==> src/hw/bjie_defs.svh <==
/*
 * Constants for the branch, jump and increment execute block: opcodes,
 * addressing limits, counter step and reset values.
 * Assumes inclusion by bare name from any design file that needs them.
 */
`ifndef BJIE_DEFS_SVH
`define BJIE_DEFS_SVH

// ----------------------------------------------------------------------
// opcodes
// ----------------------------------------------------------------------
`define BJIE_OP_BR_CARRY_CLR   8'hE3
`define BJIE_OP_BR_NEG_CLR     8'hE7
`define BJIE_OP_JUMP_WORD1     8'hEF
`define BJIE_OP_JUMP_WORD2     4'hF
`define BJIE_OP_INCR           6'h0A

// ----------------------------------------------------------------------
// addressing and counter
// ----------------------------------------------------------------------
`define BJIE_ILO_MAX_ADDR      8'h5F
`define BJIE_ACCESS_SPLIT      8'h60
`define BJIE_ACCESS_LOW_BANK   4'h0
`define BJIE_ACCESS_HIGH_BANK  4'hF
`define BJIE_PC_STEP           21'h0_0002
`define BJIE_INCR_STEP         9'h001

// ----------------------------------------------------------------------
// reset values
// ----------------------------------------------------------------------
`define BJIE_PC_RESET          21'h0_0000
`define BJIE_ACC_RESET         8'h00
`define BJIE_IR_RESET          16'h0000

`endif

==> src/hw/bjie_pkg.sv <==
/*
 * Types for the branch, jump and increment execute block: quadrature
 * phase, sequencing state and the packed state record of the top module.
 * Assumes nothing of its surroundings.
 */
package bjie_pkg;

    // ------------------------------------------------------------------
    // quadrature phases, gray coded
    // ------------------------------------------------------------------
    typedef enum logic [1:0] {
        BJIE_Q1 = 2'b00,
        BJIE_Q2 = 2'b01,
        BJIE_Q3 = 2'b11,
        BJIE_Q4 = 2'b10
    } bjie_phase_t;

    // ------------------------------------------------------------------
    // instruction cycle kind, gray coded along exec->second cycle
    // ------------------------------------------------------------------
    typedef enum logic [1:0] {
        BJIE_EXEC  = 2'b00,
        BJIE_JUMP2 = 2'b01,
        BJIE_FLUSH = 2'b10
    } bjie_state_t;

    // ------------------------------------------------------------------
    // whole state of the execute block
    // ------------------------------------------------------------------
    typedef struct packed {
        bjie_phase_t phase;
        bjie_state_t st;
        logic        active;
        logic [15:0] ir;
        logic [20:0] pc;
        logic [7:0]  jump_low;
        logic [7:0]  acc;
        logic        c;
        logic        dc;
        logic        z;
        logic        ov;
        logic        n;
        logic [11:0] rd_addr;
        logic [7:0]  operand;
        logic [7:0]  result;
        logic [4:0]  new_flags;
        logic        unknown;
    } bjie_state_rec_t;

endpackage : bjie_pkg

==> src/hw/bjie_branch_target.sv <==
/*
 * Relative branch target: counter plus step plus doubled signed offset.
 * Assumes a pure combinational use by the execute block.
 */
`timescale 1ns/10ps
`include "bjie_defs.svh"

module bjie_branch_target (
    input  wire logic [20:0] pc,
    input  wire logic [7:0]  offset,
    output logic      [20:0] target
);

    // ------------------------------------------------------------------
    // sign extend, double, add
    // ------------------------------------------------------------------
    logic [20:0] offset_x2;

    // offset is two's complement, -128..127 words
    assign offset_x2 = {{12{offset[7]}}, offset, 1'b0};
    // wraps inside the 21-bit space, as the counter does
    assign target = pc + `BJIE_PC_STEP + offset_x2;

endmodule : bjie_branch_target

==> src/hw/bjie_incr_alu.sv <==
/*
 * Byte incrementer with status flag outputs.
 * Assumes a pure combinational use by the execute block.
 */
`timescale 1ns/10ps
`include "bjie_defs.svh"

module bjie_incr_alu (
    input  wire logic [7:0] operand,
    output logic      [7:0] result,
    output logic            carry,
    output logic            digit_carry_flag,
    output logic            arith_wrap_flag,
    output logic            negative,
    output logic            zero
);

    // ------------------------------------------------------------------
    // add one and derive flags
    // ------------------------------------------------------------------
    logic [8:0] sum;

    assign sum              = {1'b0, operand} + `BJIE_INCR_STEP;
    assign result           = sum[7:0];
    assign carry            = sum[8];
    assign digit_carry_flag = (operand[3:0] == 4'hF);
    assign arith_wrap_flag  = ~operand[7] & sum[7];
    assign negative         = sum[7];
    assign zero             = (sum[7:0] == 8'h00);

endmodule : bjie_incr_alu

==> src/hw/bjie_exec.sv <==
/*
 * Execute block for carry-clear branch, negative-clear branch,
 * two-word absolute jump and file register increment. Each
 * instruction cycle is four ref_clk cycles, phases Q1..Q4.
 * Assumes the fetch unit presents the word at address pc during Q1
 * with instr_valid, and a register file that returns rf_rd_data in the
 * same cycle as rf_rd_en and stores rf_wr_data on rf_wr_en.
 * Limits: no skip or interrupt logic; a
 * missing word repeats the cycle, counter
 * held; a jump whose second word never
 * comes stalls until it does.
 */
// Notes on behaviour
// - carry clear: counter gets pc+2+2n
// - carry-clear branch opcode byte E3h
// - negative clear: counter gets pc+2+2n
// - negative-clear branch opcode byte E7h
// - taken branch: two cycles, second idle
// - untaken branch: one cycle, no Q4 write
// - jump: EFh word then Fh word
// - jump target loads counter bits 20:1
// - increment reads file, adds one, writes
// - destination zero writes accumulator only
// - destination one writes file register back
// - bank bit zero uses fixed access window
// - bank bit one uses bank select
// - extended set, low bank, f<=5Fh: indexed
// - increment updates C, DC, N, OV, Z
// - increment opcode top six bits 001010
`timescale 1ns/10ps
`include "bjie_defs.svh"

module bjie_exec (
    input  wire logic        ref_clk,
    input  wire logic        rst_b,
    // fetch side
    input  wire logic        instr_valid,
    input  wire logic [15:0] instr_word,
    output logic             instr_ready,
    output logic      [20:0] pc,

    // addressing context
    input  wire logic        ext_set_en,
    input  wire logic [3:0]  bank_select_reg,
    input  wire logic [11:0] ilo_base,

    // register file side
    output logic             rf_rd_en,
    output logic      [11:0] rf_rd_addr,
    input  wire logic [7:0]  rf_rd_data,
    output logic             rf_wr_en,
    output logic      [11:0] rf_wr_addr,
    output logic      [7:0]  rf_wr_data,

    // core state
    output logic      [7:0]  acc,
    output logic      [1:0]  q_phase,
    output logic             carry,
    output logic             digit_carry_flag,
    output logic             zero,
    output logic             arith_wrap_flag,
    output logic             negative,
    output logic             pc_write,
    output logic             instr_unknown
);

    // ------------------------------------------------------------------
    // state record
    // ------------------------------------------------------------------
    bjie_pkg::bjie_state_rec_t r;
    bjie_pkg::bjie_state_rec_t next_r;

    // ------------------------------------------------------------------
    // decode of the latched word
    // ------------------------------------------------------------------
    logic        is_br_carry;
    logic        is_br_neg;
    logic        is_jump1;
    logic        is_incr;

    logic        incr_dest;
    logic        br_taken;
    logic [20:0] br_target;

    logic [7:0]  alu_result;
    logic        alu_c;
    logic        alu_dc;
    logic        alu_ov;
    logic        alu_n;
    logic        alu_z;

    logic [11:0] fetch_addr;

    // gated by active: an idle or flushed
    // cycle must not match a stale opcode

    // opcode recognition on the instruction register
    assign is_br_carry = r.active & (r.ir[15:8] == `BJIE_OP_BR_CARRY_CLR);
    assign is_br_neg   = r.active & (r.ir[15:8] == `BJIE_OP_BR_NEG_CLR);
    assign is_jump1    = r.active & (r.ir[15:8] == `BJIE_OP_JUMP_WORD1);
    assign is_incr     = r.active & (r.ir[15:10] == `BJIE_OP_INCR);

    assign incr_dest   = r.ir[9];

    // flags move only at the Q4 commit, so
    // a branch sees the prior instruction's

    // branch condition against the flags as they stand at Q4
    assign br_taken = (is_br_carry & ~r.c)
                    | (is_br_neg & ~r.n);

    // wraps in 21 bits like the counter
    bjie_branch_target u_target (
        .pc     (r.pc),
        .offset (r.ir[7:0]),
        .target (br_target)
    );

    // operand was taken from the file in Q2
    bjie_incr_alu u_alu (
        .operand          (r.operand),
        .result           (alu_result),
        .carry            (alu_c),
        .digit_carry_flag (alu_dc),
        .arith_wrap_flag  (alu_ov),
        .negative         (alu_n),
        .zero             (alu_z)
    );

    // ------------------------------------------------------------------
    // file address resolution, done on the incoming word at Q1
    // ------------------------------------------------------------------
    // indexed mode wins over the access window when it applies
    // latched at Q1: a later bank change
    // cannot move this access
    always_comb begin
        if (!instr_word[8] && ext_set_en
            && (instr_word[7:0] <= `BJIE_ILO_MAX_ADDR)) begin
            fetch_addr = ilo_base + {4'h0, instr_word[7:0]};
        end else if (!instr_word[8]) begin
            if (instr_word[7:0] < `BJIE_ACCESS_SPLIT) begin
                fetch_addr = {`BJIE_ACCESS_LOW_BANK, instr_word[7:0]};
            end else begin
                fetch_addr = {`BJIE_ACCESS_HIGH_BANK, instr_word[7:0]};
            end
        end else begin
            fetch_addr = {bank_select_reg, instr_word[7:0]};
        end
    end

    // ------------------------------------------------------------------
    // next state
    // ------------------------------------------------------------------
    always_comb begin
        next_r         = r;
        next_r.unknown = 1'b0;
        // one cycle pulse, set at Q4 only
        unique case (r.phase)
            bjie_pkg::BJIE_Q1: begin
                next_r.phase = bjie_pkg::BJIE_Q2;
                // word and address taken together
                if (r.st == bjie_pkg::BJIE_EXEC) begin
                    // a missing word makes this cycle idle, counter held
                    next_r.active  = instr_valid;
                    next_r.ir      = instr_word;
                    next_r.rd_addr = fetch_addr;
                end else if (r.st == bjie_pkg::BJIE_JUMP2) begin
                    // second word only carries target bits 19:8
                    next_r.active = instr_valid;
                    next_r.ir     = instr_word;
                end else begin
                    next_r.active = 1'b0;   // idle cycle after a taken branch
                end
            end

            bjie_pkg::BJIE_Q2: begin
                next_r.phase = bjie_pkg::BJIE_Q3;
                // register file answers in the read cycle
                if (is_incr && r.st == bjie_pkg::BJIE_EXEC) begin
                    next_r.operand = rf_rd_data;
                end
            end

            bjie_pkg::BJIE_Q3: begin
                next_r.phase = bjie_pkg::BJIE_Q4;
                // held in the record until Q4
                if (is_incr && r.st == bjie_pkg::BJIE_EXEC) begin
                    next_r.result    = alu_result;
                    next_r.new_flags = {alu_c, alu_dc, alu_z, alu_ov, alu_n};
                end
            end

            bjie_pkg::BJIE_Q4: begin
                next_r.phase = bjie_pkg::BJIE_Q1;
                unique case (r.st)
                    bjie_pkg::BJIE_EXEC: begin
                        if (!r.active) begin
                            next_r.pc = r.pc;   // nothing fetched, retry
                        end else if (br_taken) begin
                            next_r.pc = br_target;
                            next_r.st = bjie_pkg::BJIE_FLUSH;
                        end else if (is_jump1) begin
                            // word two comes at pc + 2
                            next_r.jump_low = r.ir[7:0];
                            next_r.pc       = r.pc + `BJIE_PC_STEP;
                            next_r.st       = bjie_pkg::BJIE_JUMP2;
                        end else begin
                            // untaken branch just steps on
                            next_r.pc = r.pc + `BJIE_PC_STEP;
                            if (is_incr) begin
                                {next_r.c, next_r.dc, next_r.z, next_r.ov, next_r.n} =
                                    r.new_flags;
                                if (!incr_dest) begin
                                    next_r.acc = r.result;
                                end
                            end else if (!is_br_carry && !is_br_neg) begin
                                next_r.unknown = 1'b1;
                            end
                        end
                    end

                    bjie_pkg::BJIE_JUMP2: begin
                        // second word missing: wait for it, counter held
                        if (r.active
                            && r.ir[15:12] == `BJIE_OP_JUMP_WORD2) begin
                            next_r.pc = {r.ir[11:0], r.jump_low, 1'b0};
                            next_r.st = bjie_pkg::BJIE_EXEC;
                        end else if (r.active) begin
                            // malformed second word: abandon the jump
                            next_r.pc      = r.pc + `BJIE_PC_STEP;
                            next_r.st      = bjie_pkg::BJIE_EXEC;
                            next_r.unknown = 1'b1;
                        end
                    end

                    bjie_pkg::BJIE_FLUSH: begin
                        // idle cycle writes nothing
                        next_r.st = bjie_pkg::BJIE_EXEC;
                    end

                    default: begin
                        next_r.st = bjie_pkg::BJIE_EXEC;
                    end
                endcase
            end
        endcase
    end

    // ------------------------------------------------------------------
    // state register
    // ------------------------------------------------------------------
    // sync reset to constants only
    always_ff @(posedge ref_clk) begin
        if (!rst_b) begin
            r.phase     <= bjie_pkg::BJIE_Q1;
            r.st        <= bjie_pkg::BJIE_EXEC;
            r.active    <= 1'b0;
            r.ir        <= `BJIE_IR_RESET;
            r.pc        <= `BJIE_PC_RESET;
            r.jump_low  <= 8'h00;
            r.acc       <= `BJIE_ACC_RESET;
            r.c         <= 1'b0;
            r.dc        <= 1'b0;
            r.z         <= 1'b0;
            r.ov        <= 1'b0;
            r.n         <= 1'b0;
            r.rd_addr   <= 12'h000;
            r.operand   <= 8'h00;
            r.result    <= 8'h00;
            r.new_flags <= 5'h00;
            r.unknown   <= 1'b0;
        end else begin
            r <= next_r;
        end
    end

    // ------------------------------------------------------------------
    // outputs
    // ------------------------------------------------------------------
    // fetch word taken at Q1 of every non-idle cycle
    assign instr_ready = (r.phase == bjie_pkg::BJIE_Q1)
                       & (r.st != bjie_pkg::BJIE_FLUSH);
    assign pc          = r.pc;
    assign q_phase     = r.phase;


    // combinational: they drop with the phase
    // read in Q2, write in Q4 only when destination is the file
    assign rf_rd_en   = (r.phase == bjie_pkg::BJIE_Q2) & is_incr
                      & (r.st == bjie_pkg::BJIE_EXEC);
    assign rf_rd_addr = r.rd_addr;
    assign rf_wr_en   = (r.phase == bjie_pkg::BJIE_Q4) & is_incr & incr_dest
                      & (r.st == bjie_pkg::BJIE_EXEC);
    assign rf_wr_addr = r.rd_addr;
    assign rf_wr_data = r.result;

    // counter write strobe marks Q4 of a taken branch or jump second word
    // the only cycles where the counter jumps
    assign pc_write = (r.phase == bjie_pkg::BJIE_Q4)
                    & (((r.st == bjie_pkg::BJIE_EXEC) & br_taken)
                    | ((r.st == bjie_pkg::BJIE_JUMP2) & r.active
                    & (r.ir[15:12] == `BJIE_OP_JUMP_WORD2)));


    // core state straight from the record
    assign acc              = r.acc;
    assign carry            = r.c;
    assign digit_carry_flag = r.dc;
    assign zero             = r.z;
    assign arith_wrap_flag  = r.ov;
    assign negative         = r.n;
    assign instr_unknown    = r.unknown;

endmodule : bjie_exec

==> config.mk <==
export PLATFORM = sky130hd
export DESIGN_NAME = bjie_exec
export DESIGN_NICKNAME = d
export VERILOG_FILES = /design/src/hw/bjie_pkg.sv /design/src/hw/bjie_branch_target.sv /design/src/hw/bjie_incr_alu.sv /design/src/hw/bjie_exec.sv
export VERILOG_INCLUDE_DIRS = /design/src /design/src/hw
export SDC_FILE = /design/constraint.sdc
export NUM_CORES = 1
export LEC_CHECK = 0
export ABC_AREA = 1
export BUFFER_PORTS_ARGS = -buffer_cell sky130_fd_sc_hd__buf_4
export CAP_MARGIN = 20
export CORE_UTILIZATION = 58
export DETAILED_ROUTE_END_ITERATION = 8
export PLACE_DENSITY = 0.82
export SETUP_SLACK_MARGIN = 0.5
export SLEW_MARGIN = 20
export SYNTH_ARGS = -nofsm -noshare
export SYNTH_HDL_FRONTEND = slang
export SYNTH_HIERARCHICAL = 1
export SYNTH_SLANG_ARGS = --single-unit
==> constraint.sdc <==
create_clock -name ref_clk -period 3.95 [get_ports ref_clk]
set_clock_uncertainty 0.2 [all_clocks]
set_input_delay 0.395 -clock ref_clk [delete_from_list [all_inputs] [get_ports ref_clk]]
set_output_delay 0.395 -clock ref_clk [all_outputs]
set_load 0.005 [all_outputs]
==> Flow_metrics.wiki, run 1 <==
{| class="wikitable"
! Metric !! Value
|-
| Post-detail-place hpwl || roughly 14 mm
|-
| Mean instance size in the synthesized netlist || approximately 6.5 um^2
|-
| Net switching power of the design || between 600 and 700 uW
|-
| Count of input and output buffers || around 120
|-
| Clock sink count || 97
|-
| Number of rows in the core area || 40
|-
| Die footprint || between 10,000 and 15,000 um^2
|-
| Unrepaired setup endpoints after global routing || false
|-
| Worst vdd ir || 0.209 mV
|-
| Number of max-slew violations in the final report || 0
|-
| Chip width || between 100 and 150 um
|-
| Cell area after synthesis || between 7000 and 8000 um^2
|-
| Antenna violations before repair || 0
|-
| Maximum Capacitance Violations || 0
|-
| Combinational Power Share || 0.157
|-
| Routing usage on met3 || 0.0412
|-
| Number of different library cells in the post-synthesis netlist || 39
|-
| Die extent in y || approximately 110 um
|-
| Max Buffers Root-to-Sink || 2
|-
| Final hold violations || 0
|-
| Crit path launch type || flip-flop
|-
| Result of the run || complete, no violations
|-
| Portion of the post-synthesis area used by sequential elements || 0.271
|-
| Area of all placed cells without fillers || 7880 um^2
|-
| Number of synthesized register bits || slightly below 100
|-
| Count of routing violations after the opening detailed-route iteration || approximately 600
|-
| Kind of critical path || flip-flop to output port
|-
| Via-per-instance ratio || about 5.4
|-
| Routability congestion estimate from global placement || 0.996
|-
| Resized Gates After CTS || 0
|-
| Transition time at the pin with the least slew margin || 1.00 ns
|-
| H-tree lvl count || 3
|-
| Cell count after synthesis || between 1,000 and 1,500
|-
| Cell count after placement || 1,275
|-
| Crit end category || output port
|-
| Most area-hungry cell type in the Yosys netlist || dfxtp_1
|-
| Highest achievable clock rate || between 300 and 400 MHz
|-
| DR DRC count || 0
|-
| Count of hold-fix buffers inserted at cts || 0
|-
| Maximum fanout encountered on the critical timing path || 11
|-
| Busiest layer in global routing || met2
|-
| Area share of the leading cell type in the synthesized netlist || 0.271
|-
| Cell at the root of the clock tree || clkbuf_16
|-
| Antenna diode instance count || 0
|-
| WL/cell || 14.3 um
|-
| Total core area || roughly 12,000 um^2
|-
| Part of the cycle the worst path needs || 0.799
|-
| Count of nets left with antenna violations after detail routing || 0
|-
| Net count of the mapped netlist || between 1,000 and 1,500
|-
| Areal power density over the cells || around 280 nW/um^2
|-
| CP arrival || ~2.6 ns
|-
| Power share of the clock group || 0.370
|-
| Via count of the first global-routing pass || about 6,100
|-
| Maximum number of pins on one net before global-route repair || between 80 and 90
|-
| First-pass GRT wire length || ~30 mm
|-
| Total number of vias || approximately 7,000
|-
| Overall power of the completed layout || ~2.2 mW
|-
| Fraction of final layout cells with drive strength greater than 1 || 0.157
|-
| Number of standard cells in the final layout excluding fillers || ~1,300
|-
| Worst Path Required || around 3.4 ns
|-
| Nets || 1,234
|-
| Worst max-slew margin expressed relative to the limit || 0.333
|-
| Post-Place Cell Area || 7620 um^2
|-
| Biggest area contributors in the synthesized netlist || dfxtp_1, nand2_1, ha_1
|-
| 1st-pass router iterations || 5
|-
| Path type of the worst min-delay path || input port to flip-flop
|-
| Leakage component of the power || approximately 3.8 nW
|-
| Total internal power || between 1.5 and 2 mW
|-
| Total global routing track utilization || 0.295
|-
| Clock latency on the worst-skew pair || between 0.3 and 0.4 ns
|-
| Post-CTS setup buffer count || 0
|-
| Flop pwr share || 0.472
|-
| CTS buffer count || 9
|-
| Total grt overflow || 0
|-
| Met1 track demand over resource in global routing || 0.415
|-
| Clock tree from TritonCTS || built
|-
| Total length of routed wires || roughly 18 mm
|-
| Final worst path period need || between 3 and 4 ns
|-
| Proportion of total power due to net switching || 0.284
|-
| Total I/O pin count || between 100 and 150
|-
| Syn. warnings || 6
|-
| Setup TNS after final layout || 0 ns
|-
| Setup violators final || 0
|-
| Starting Density || 0.596
|-
| Worst hold margin || ~0.072 ns
|-
| P&R area growth vs syn || 10.1%
|-
| Global Route met2 Usage || 0.465
|-
| Clock slew seen by the registers of the worst setup and hold paths || roughly 0.07 ns
|}
-- layer usage --
metal  wire [um]  vias to the layer above
met5           0                        -
met4         367                        0
met3        1260                       29
met2        8290                      277
met1        8580                     3141
li1            -                     3563
-- power by group through the flow --
| stage | combinational, mW | clock (mW) | sequential (mW) |
|---|---|---|---|
| floorplan | 0.252 | 0 | 1.05 |
| global placement | 0.340 | 0 | 1.07 |
| detailed placement | 0.345 | 0 | 1.07 |
| CTS | 0.346 | 0.834 | 1.05 |
| global route | 0.390 | 0.879 | 1.05 |
| finish | 0.349 | 0.821 | 1.05 |
-- path summary, 6_finish.rpt --
kind	cells past startpoint	start	slack [ns]	endpoint
max	7	r[92]	0.79	pc_write
min	3	rf_rd_data[6]	0.07	r[20]
max reg2reg	18	pc[1]	1.08	pc[14]
min reg2reg	2	r[52]	0.25	r[52]
-- area by class of cell --
type,count,area (um^2)
clock buffer,10,229
clock inverter,5,38.8
fill,1144,4130
inverter,149,563
multi-input combinational,763,4030
sequential,97,1940
tap,147,184
timing repair buffer,119,893
-- worst max-delay path, cell delays in order (launching register included) --
cell and delay [ns]:
dfxtp_1 0.58, inv_4 0.08, nor3_4 0.36, nand2_2 0.26, nand2_1 0.23, nand2_1 0.44
inv_1 0.15, buf_4 0.12
-- logic make-up (layout without fill, tap and decap cells) --
kind of cell | count (synthesis) | count (layout) | synth area share
buf+inv | 240 | 283 | 0.165
fa+ha+maj | 51 | 51 | 0.0912
xor+xnor | 17 | 17 | 0.0208
simple gates | 468 | 468 | 0.286
compound gates | 227 | 227 | 0.165
flops | 97 | 97 | 0.271
-- flip-flops by register name, summed over array words and instances (netlist names) --
register	cells
r	39
pc	21
rf_rd_addr	12
acc	8
rf_wr_data	8
q_phase	2
arith_wrap_flag	1
carry	1
digit_carry_flag	1
incr_dest	1
instr_unknown	1
negative	1
zero	1
-- placed cells by master (no fill, tap or decap), drive strengths merged, types with 2 or more instances in the layout --
master	synthesis	layout
o21ai	102	102
dfxtp	97	97
inv	145	148
clkinv	4	5
fa	2	2
o21bai	3	3
nor3	9	9
nor2	110	110
and2	3	3
nand4	14	14
clkbuf	16	10
xnor2	5	5
a21oi	112	112
o211ai	5	5
buf	75	119
xor2	12	12
or2	2	2
nand3	72	72
nand3b	2	2
ha	49	49
nand2	256	256
-- metrics by stage --
step	setup slack [ns]	util
after global placement	1.16	0.634
after global routing	0.663	0.656
after detailed placement	1.15	0.634
final	0.794	0.656
after floorplan	1.47	-
after CTS	0.862	0.656
-- cells in the mapped netlist, drive strengths merged --
master	count
nand4	14
clkinv	4
o22a	1
a21o	1
buf	75
or2	2
nand2	256
nand3b	2
clkbuf	16
nor2	110
xor2	12
and2	3
fa	2
a21oi	112
dfxtp	97
xnor2	5
nand3	72
o211ai	5
a31oi	1
inv	145
o21bai	3
o21a	1
a211oi	1
ha	49
o21ai	102
nor3	9
Note: power is estimated with default switching activity, not from simulation.
==> run 2, diff against run 1 <==
CORE_UTILIZATION = 52   (was 58)
PLACE_DENSITY = 0.77   (was 0.82)
clock period = 2.6 ns   (was 3.95 ns; I/O delays follow)
==> run 2 against run 1 <==
Compared with the run above: worst hold slack lost 0.070 ns; largest power group unchanged; sequential share of layout area shrank 3.5 points; combinational power grew 110%; sequential power grew 51%; critical path depth grew 7; flip-flop and latch count is the same; die area grew 11%; clock-buffer cell count shrank 1; clock power grew 78%; critical endpoint is now pc[19]; cell count grew 7.3%.
==> Flow_metrics.wiki, run 2 (synthesis gave the netlist of run 1 again) <==
{| class="wikitable"
! Metric !! Value
|-
| Setup slack on the worst flop-to-flop path || approximately 0.19 ns
|-
| Maximum Capacitance Violations || 0
|-
| Count of nets left with antenna violations after detail routing || 0
|-
| Crit path launch type || flip-flop
|-
| Result of the run || complete, no violations
|-
| Most common cell after layout, fill and taps aside || nand2_1
|-
| Fraction of final layout cells with drive strength greater than 1 || 0.307
|-
| Crit end category || flip-flop
|-
| Final worst path period need || roughly 2.4 ns
|-
| Maximum number of pins on one net before global-route repair || 46
|-
| Via count of the first global-routing pass || about 7,000
|-
| Number of max-slew violations in the final report || 0
|-
| Number of rows in the core area || 42
|-
| Clock latency on the worst-skew pair || 0.36 ns
|-
| Leakage component of the power || around 4.3 nW
|-
| Path depth of the worst reg2reg path || 14
|-
| Die footprint || 14,200 um^2
|-
| CP arrival || 2.45 ns
|-
| Via-per-instance ratio || approximately 5.5
|-
| Total number of vias || about 7,600
|-
| H-tree lvl count || 3
|-
| Setup TNS after final layout || 0 ns
|-
| Chip width || around 120 um
|-
| Worst setup path end || pc[19]
|-
| DR DRC count || 0
|-
| Total global routing track utilization || 0.301
|-
| Areal power density over the cells || slightly above 400 nW/um^2
|-
| CTS buffer count || 9
|-
| Largest register FFs || 39
|-
| Beginning of the worst register-to-register path || r[83]
|-
| 1st-pass router iterations || 8
|-
| Most flop-heavy register || r
|-
| Worst hold path cell count || 3
|-
| Clock slew seen by the registers of the worst setup and hold paths || approximately 0.07 ns
|-
| Post-detail-place hpwl || 14.9 mm
|-
| Worst Path Required || roughly 2.7 ns
|-
| WL/cell || ~16 um
|-
| Total length of routed wires || ~23 mm
|-
| Startpoint of the worst setup timing path || r[83]
|-
| Clock tree from TritonCTS || built
|-
| Kind of critical path || flip-flop to flip-flop
|-
| Worst max-slew margin expressed relative to the limit || 0.574
|-
| Max Buffers Root-to-Sink || 2
|-
| Clock sink count || 97
|-
| Nets || 1,297
|-
| Transition time at the pin with the least slew margin || 0.636 ns
|-
| Final hold violations || 0
|-
| Part of the cycle the worst path needs || 0.927
|-
| Total grt overflow || 0
|-
| Total I/O pin count || about 120
|-
| Maximum fanout encountered on the critical timing path || 6
|-
| Unrepaired setup endpoints after global routing || true
|-
| Worst r2r dst || pc[19]
|-
| Antenna violations before repair || 1
|-
| Routability congestion estimate from global placement || around 0.93
|-
| Total core area || roughly 13,000 um^2
|-
| First-pass GRT wire length || 33.9 mm
|-
| Commonest cells after routing, fill and taps aside || nand2_1, buf_4, inv_1
|-
| P&R area growth vs syn || 31.5%
|-
| Starting Density || 0.536
|-
| Worst hold margin || 0.00188 ns
|-
| Count of input and output buffers || roughly 120
|-
| Highest achievable clock rate || just over 400 MHz
|-
| Count of routing violations after the opening detailed-route iteration || ~690
|-
| Cell at the root of the clock tree || clkbuf_16
|-
| Worst vdd ir || about 0.32 mV
|-
| Setup violators final || 0
|-
| Path type of the worst min-delay path || input port to flip-flop
|-
| Die extent in y || ~120 um
|}
==> run 2: cell count changes in the layout (fill, tap and decap cells not counted), sizes merged <==
cell | before | now
bufinv | 0 | 1
buf | 119 | 168
clkinv | 5 | 7
diode | 0 | 1
clkbuf | 10 | 9
clkinvlp | 1 | 0
dlygate4sd3 | 0 | 14
==> run 2: worst min-delay path by stage <==
stage / startpoint / endpoint / slack [ns]
after CTS: instr_word[13] / r[89] / 0.002
after detailed placement: r[1] / r[1] / 0.24
after global placement: r[1] / r[1] / 0.23
final: instr_word[13] / r[89] / 0.002
after floorplan: instr_word[7] / r[83] / 0.19
after global routing: instr_word[5] / r[81] / 0.007
==> run 2: report_power, final <==
part | switching (mW) | leakage (nW) | internal [mW] | total [mW]
Clock | 0.685 | 0.157 | 0.778 | 1.46
Sequential | 0.0562 | 0.799 | 1.53 | 1.59
Combinational | 0.395 | 3.32 | 0.340 | 0.736
Total | 1.14 | 4.27 | 2.65 | 3.79
==> run 2: through the flow <==
step           instance area [um^2]   util  setup slack, ns  power [mW]  cells
3_5_place_dp                   8020  0.601            0.189        2.20   1320
4_1_cts                        8960  0.671            0.300        3.72   1362
5_1_grt                        9410  0.705            0.106        3.94   1384
2_1_floorplan                  7400      -            0.398        2.03   1100
3_3_place_gp                   8020  0.601            0.231        2.20   1320
6_report                       9410  0.705            0.191        3.79   1384
==> run 2: metal layers <==
layer	GRT usage	wire length (um)
met1	0.382	9530
met2	0.513	10800
met3	0.0517	1500
met4	0.104	775
met5	0	0
==> run 2: final cells by class <==
| type | instances | area [um^2] |
|---|---|---|
| multi-input combinational | 763 | 4860 |
| fill | 1109 | 3930 |
| sequential | 97 | 1990 |
| timing repair buffer | 182 | 1450 |
| inverter | 149 | 573 |
| clock buffer | 9 | 225 |
| tap | 176 | 220 |
| clock inverter | 7 | 95.1 |
| antenna | 1 | 2.50 |
==> run 2: critical path, cell delays in order, from the launching register on <==
cell and delay [ns]:
dfxtp_4 0.41, buf_8 0.16, buf_12 0.12, ha_4 0.23, ha_4 0.30, nand2_4 0.07
nor2_4 0.12, and2_4 0.15, nand2_2 0.06, nand3_1 0.07, nand2_1 0.06, nand4_1 0.10
nand2_1 0.07, a21oi_2 0.10, a21oi_1 0.07
==> run 2: timing repair <==
action / 4_1_cts / 5_1_grt
hold endpoints to repair: 14 / 0
hold buffers: 14 / 0
gates resized for setup: 85 / 80
endpoints found under the setup margin: 18 / 39
pin swaps: 30 / 43
buffers inserted: 12 / 21
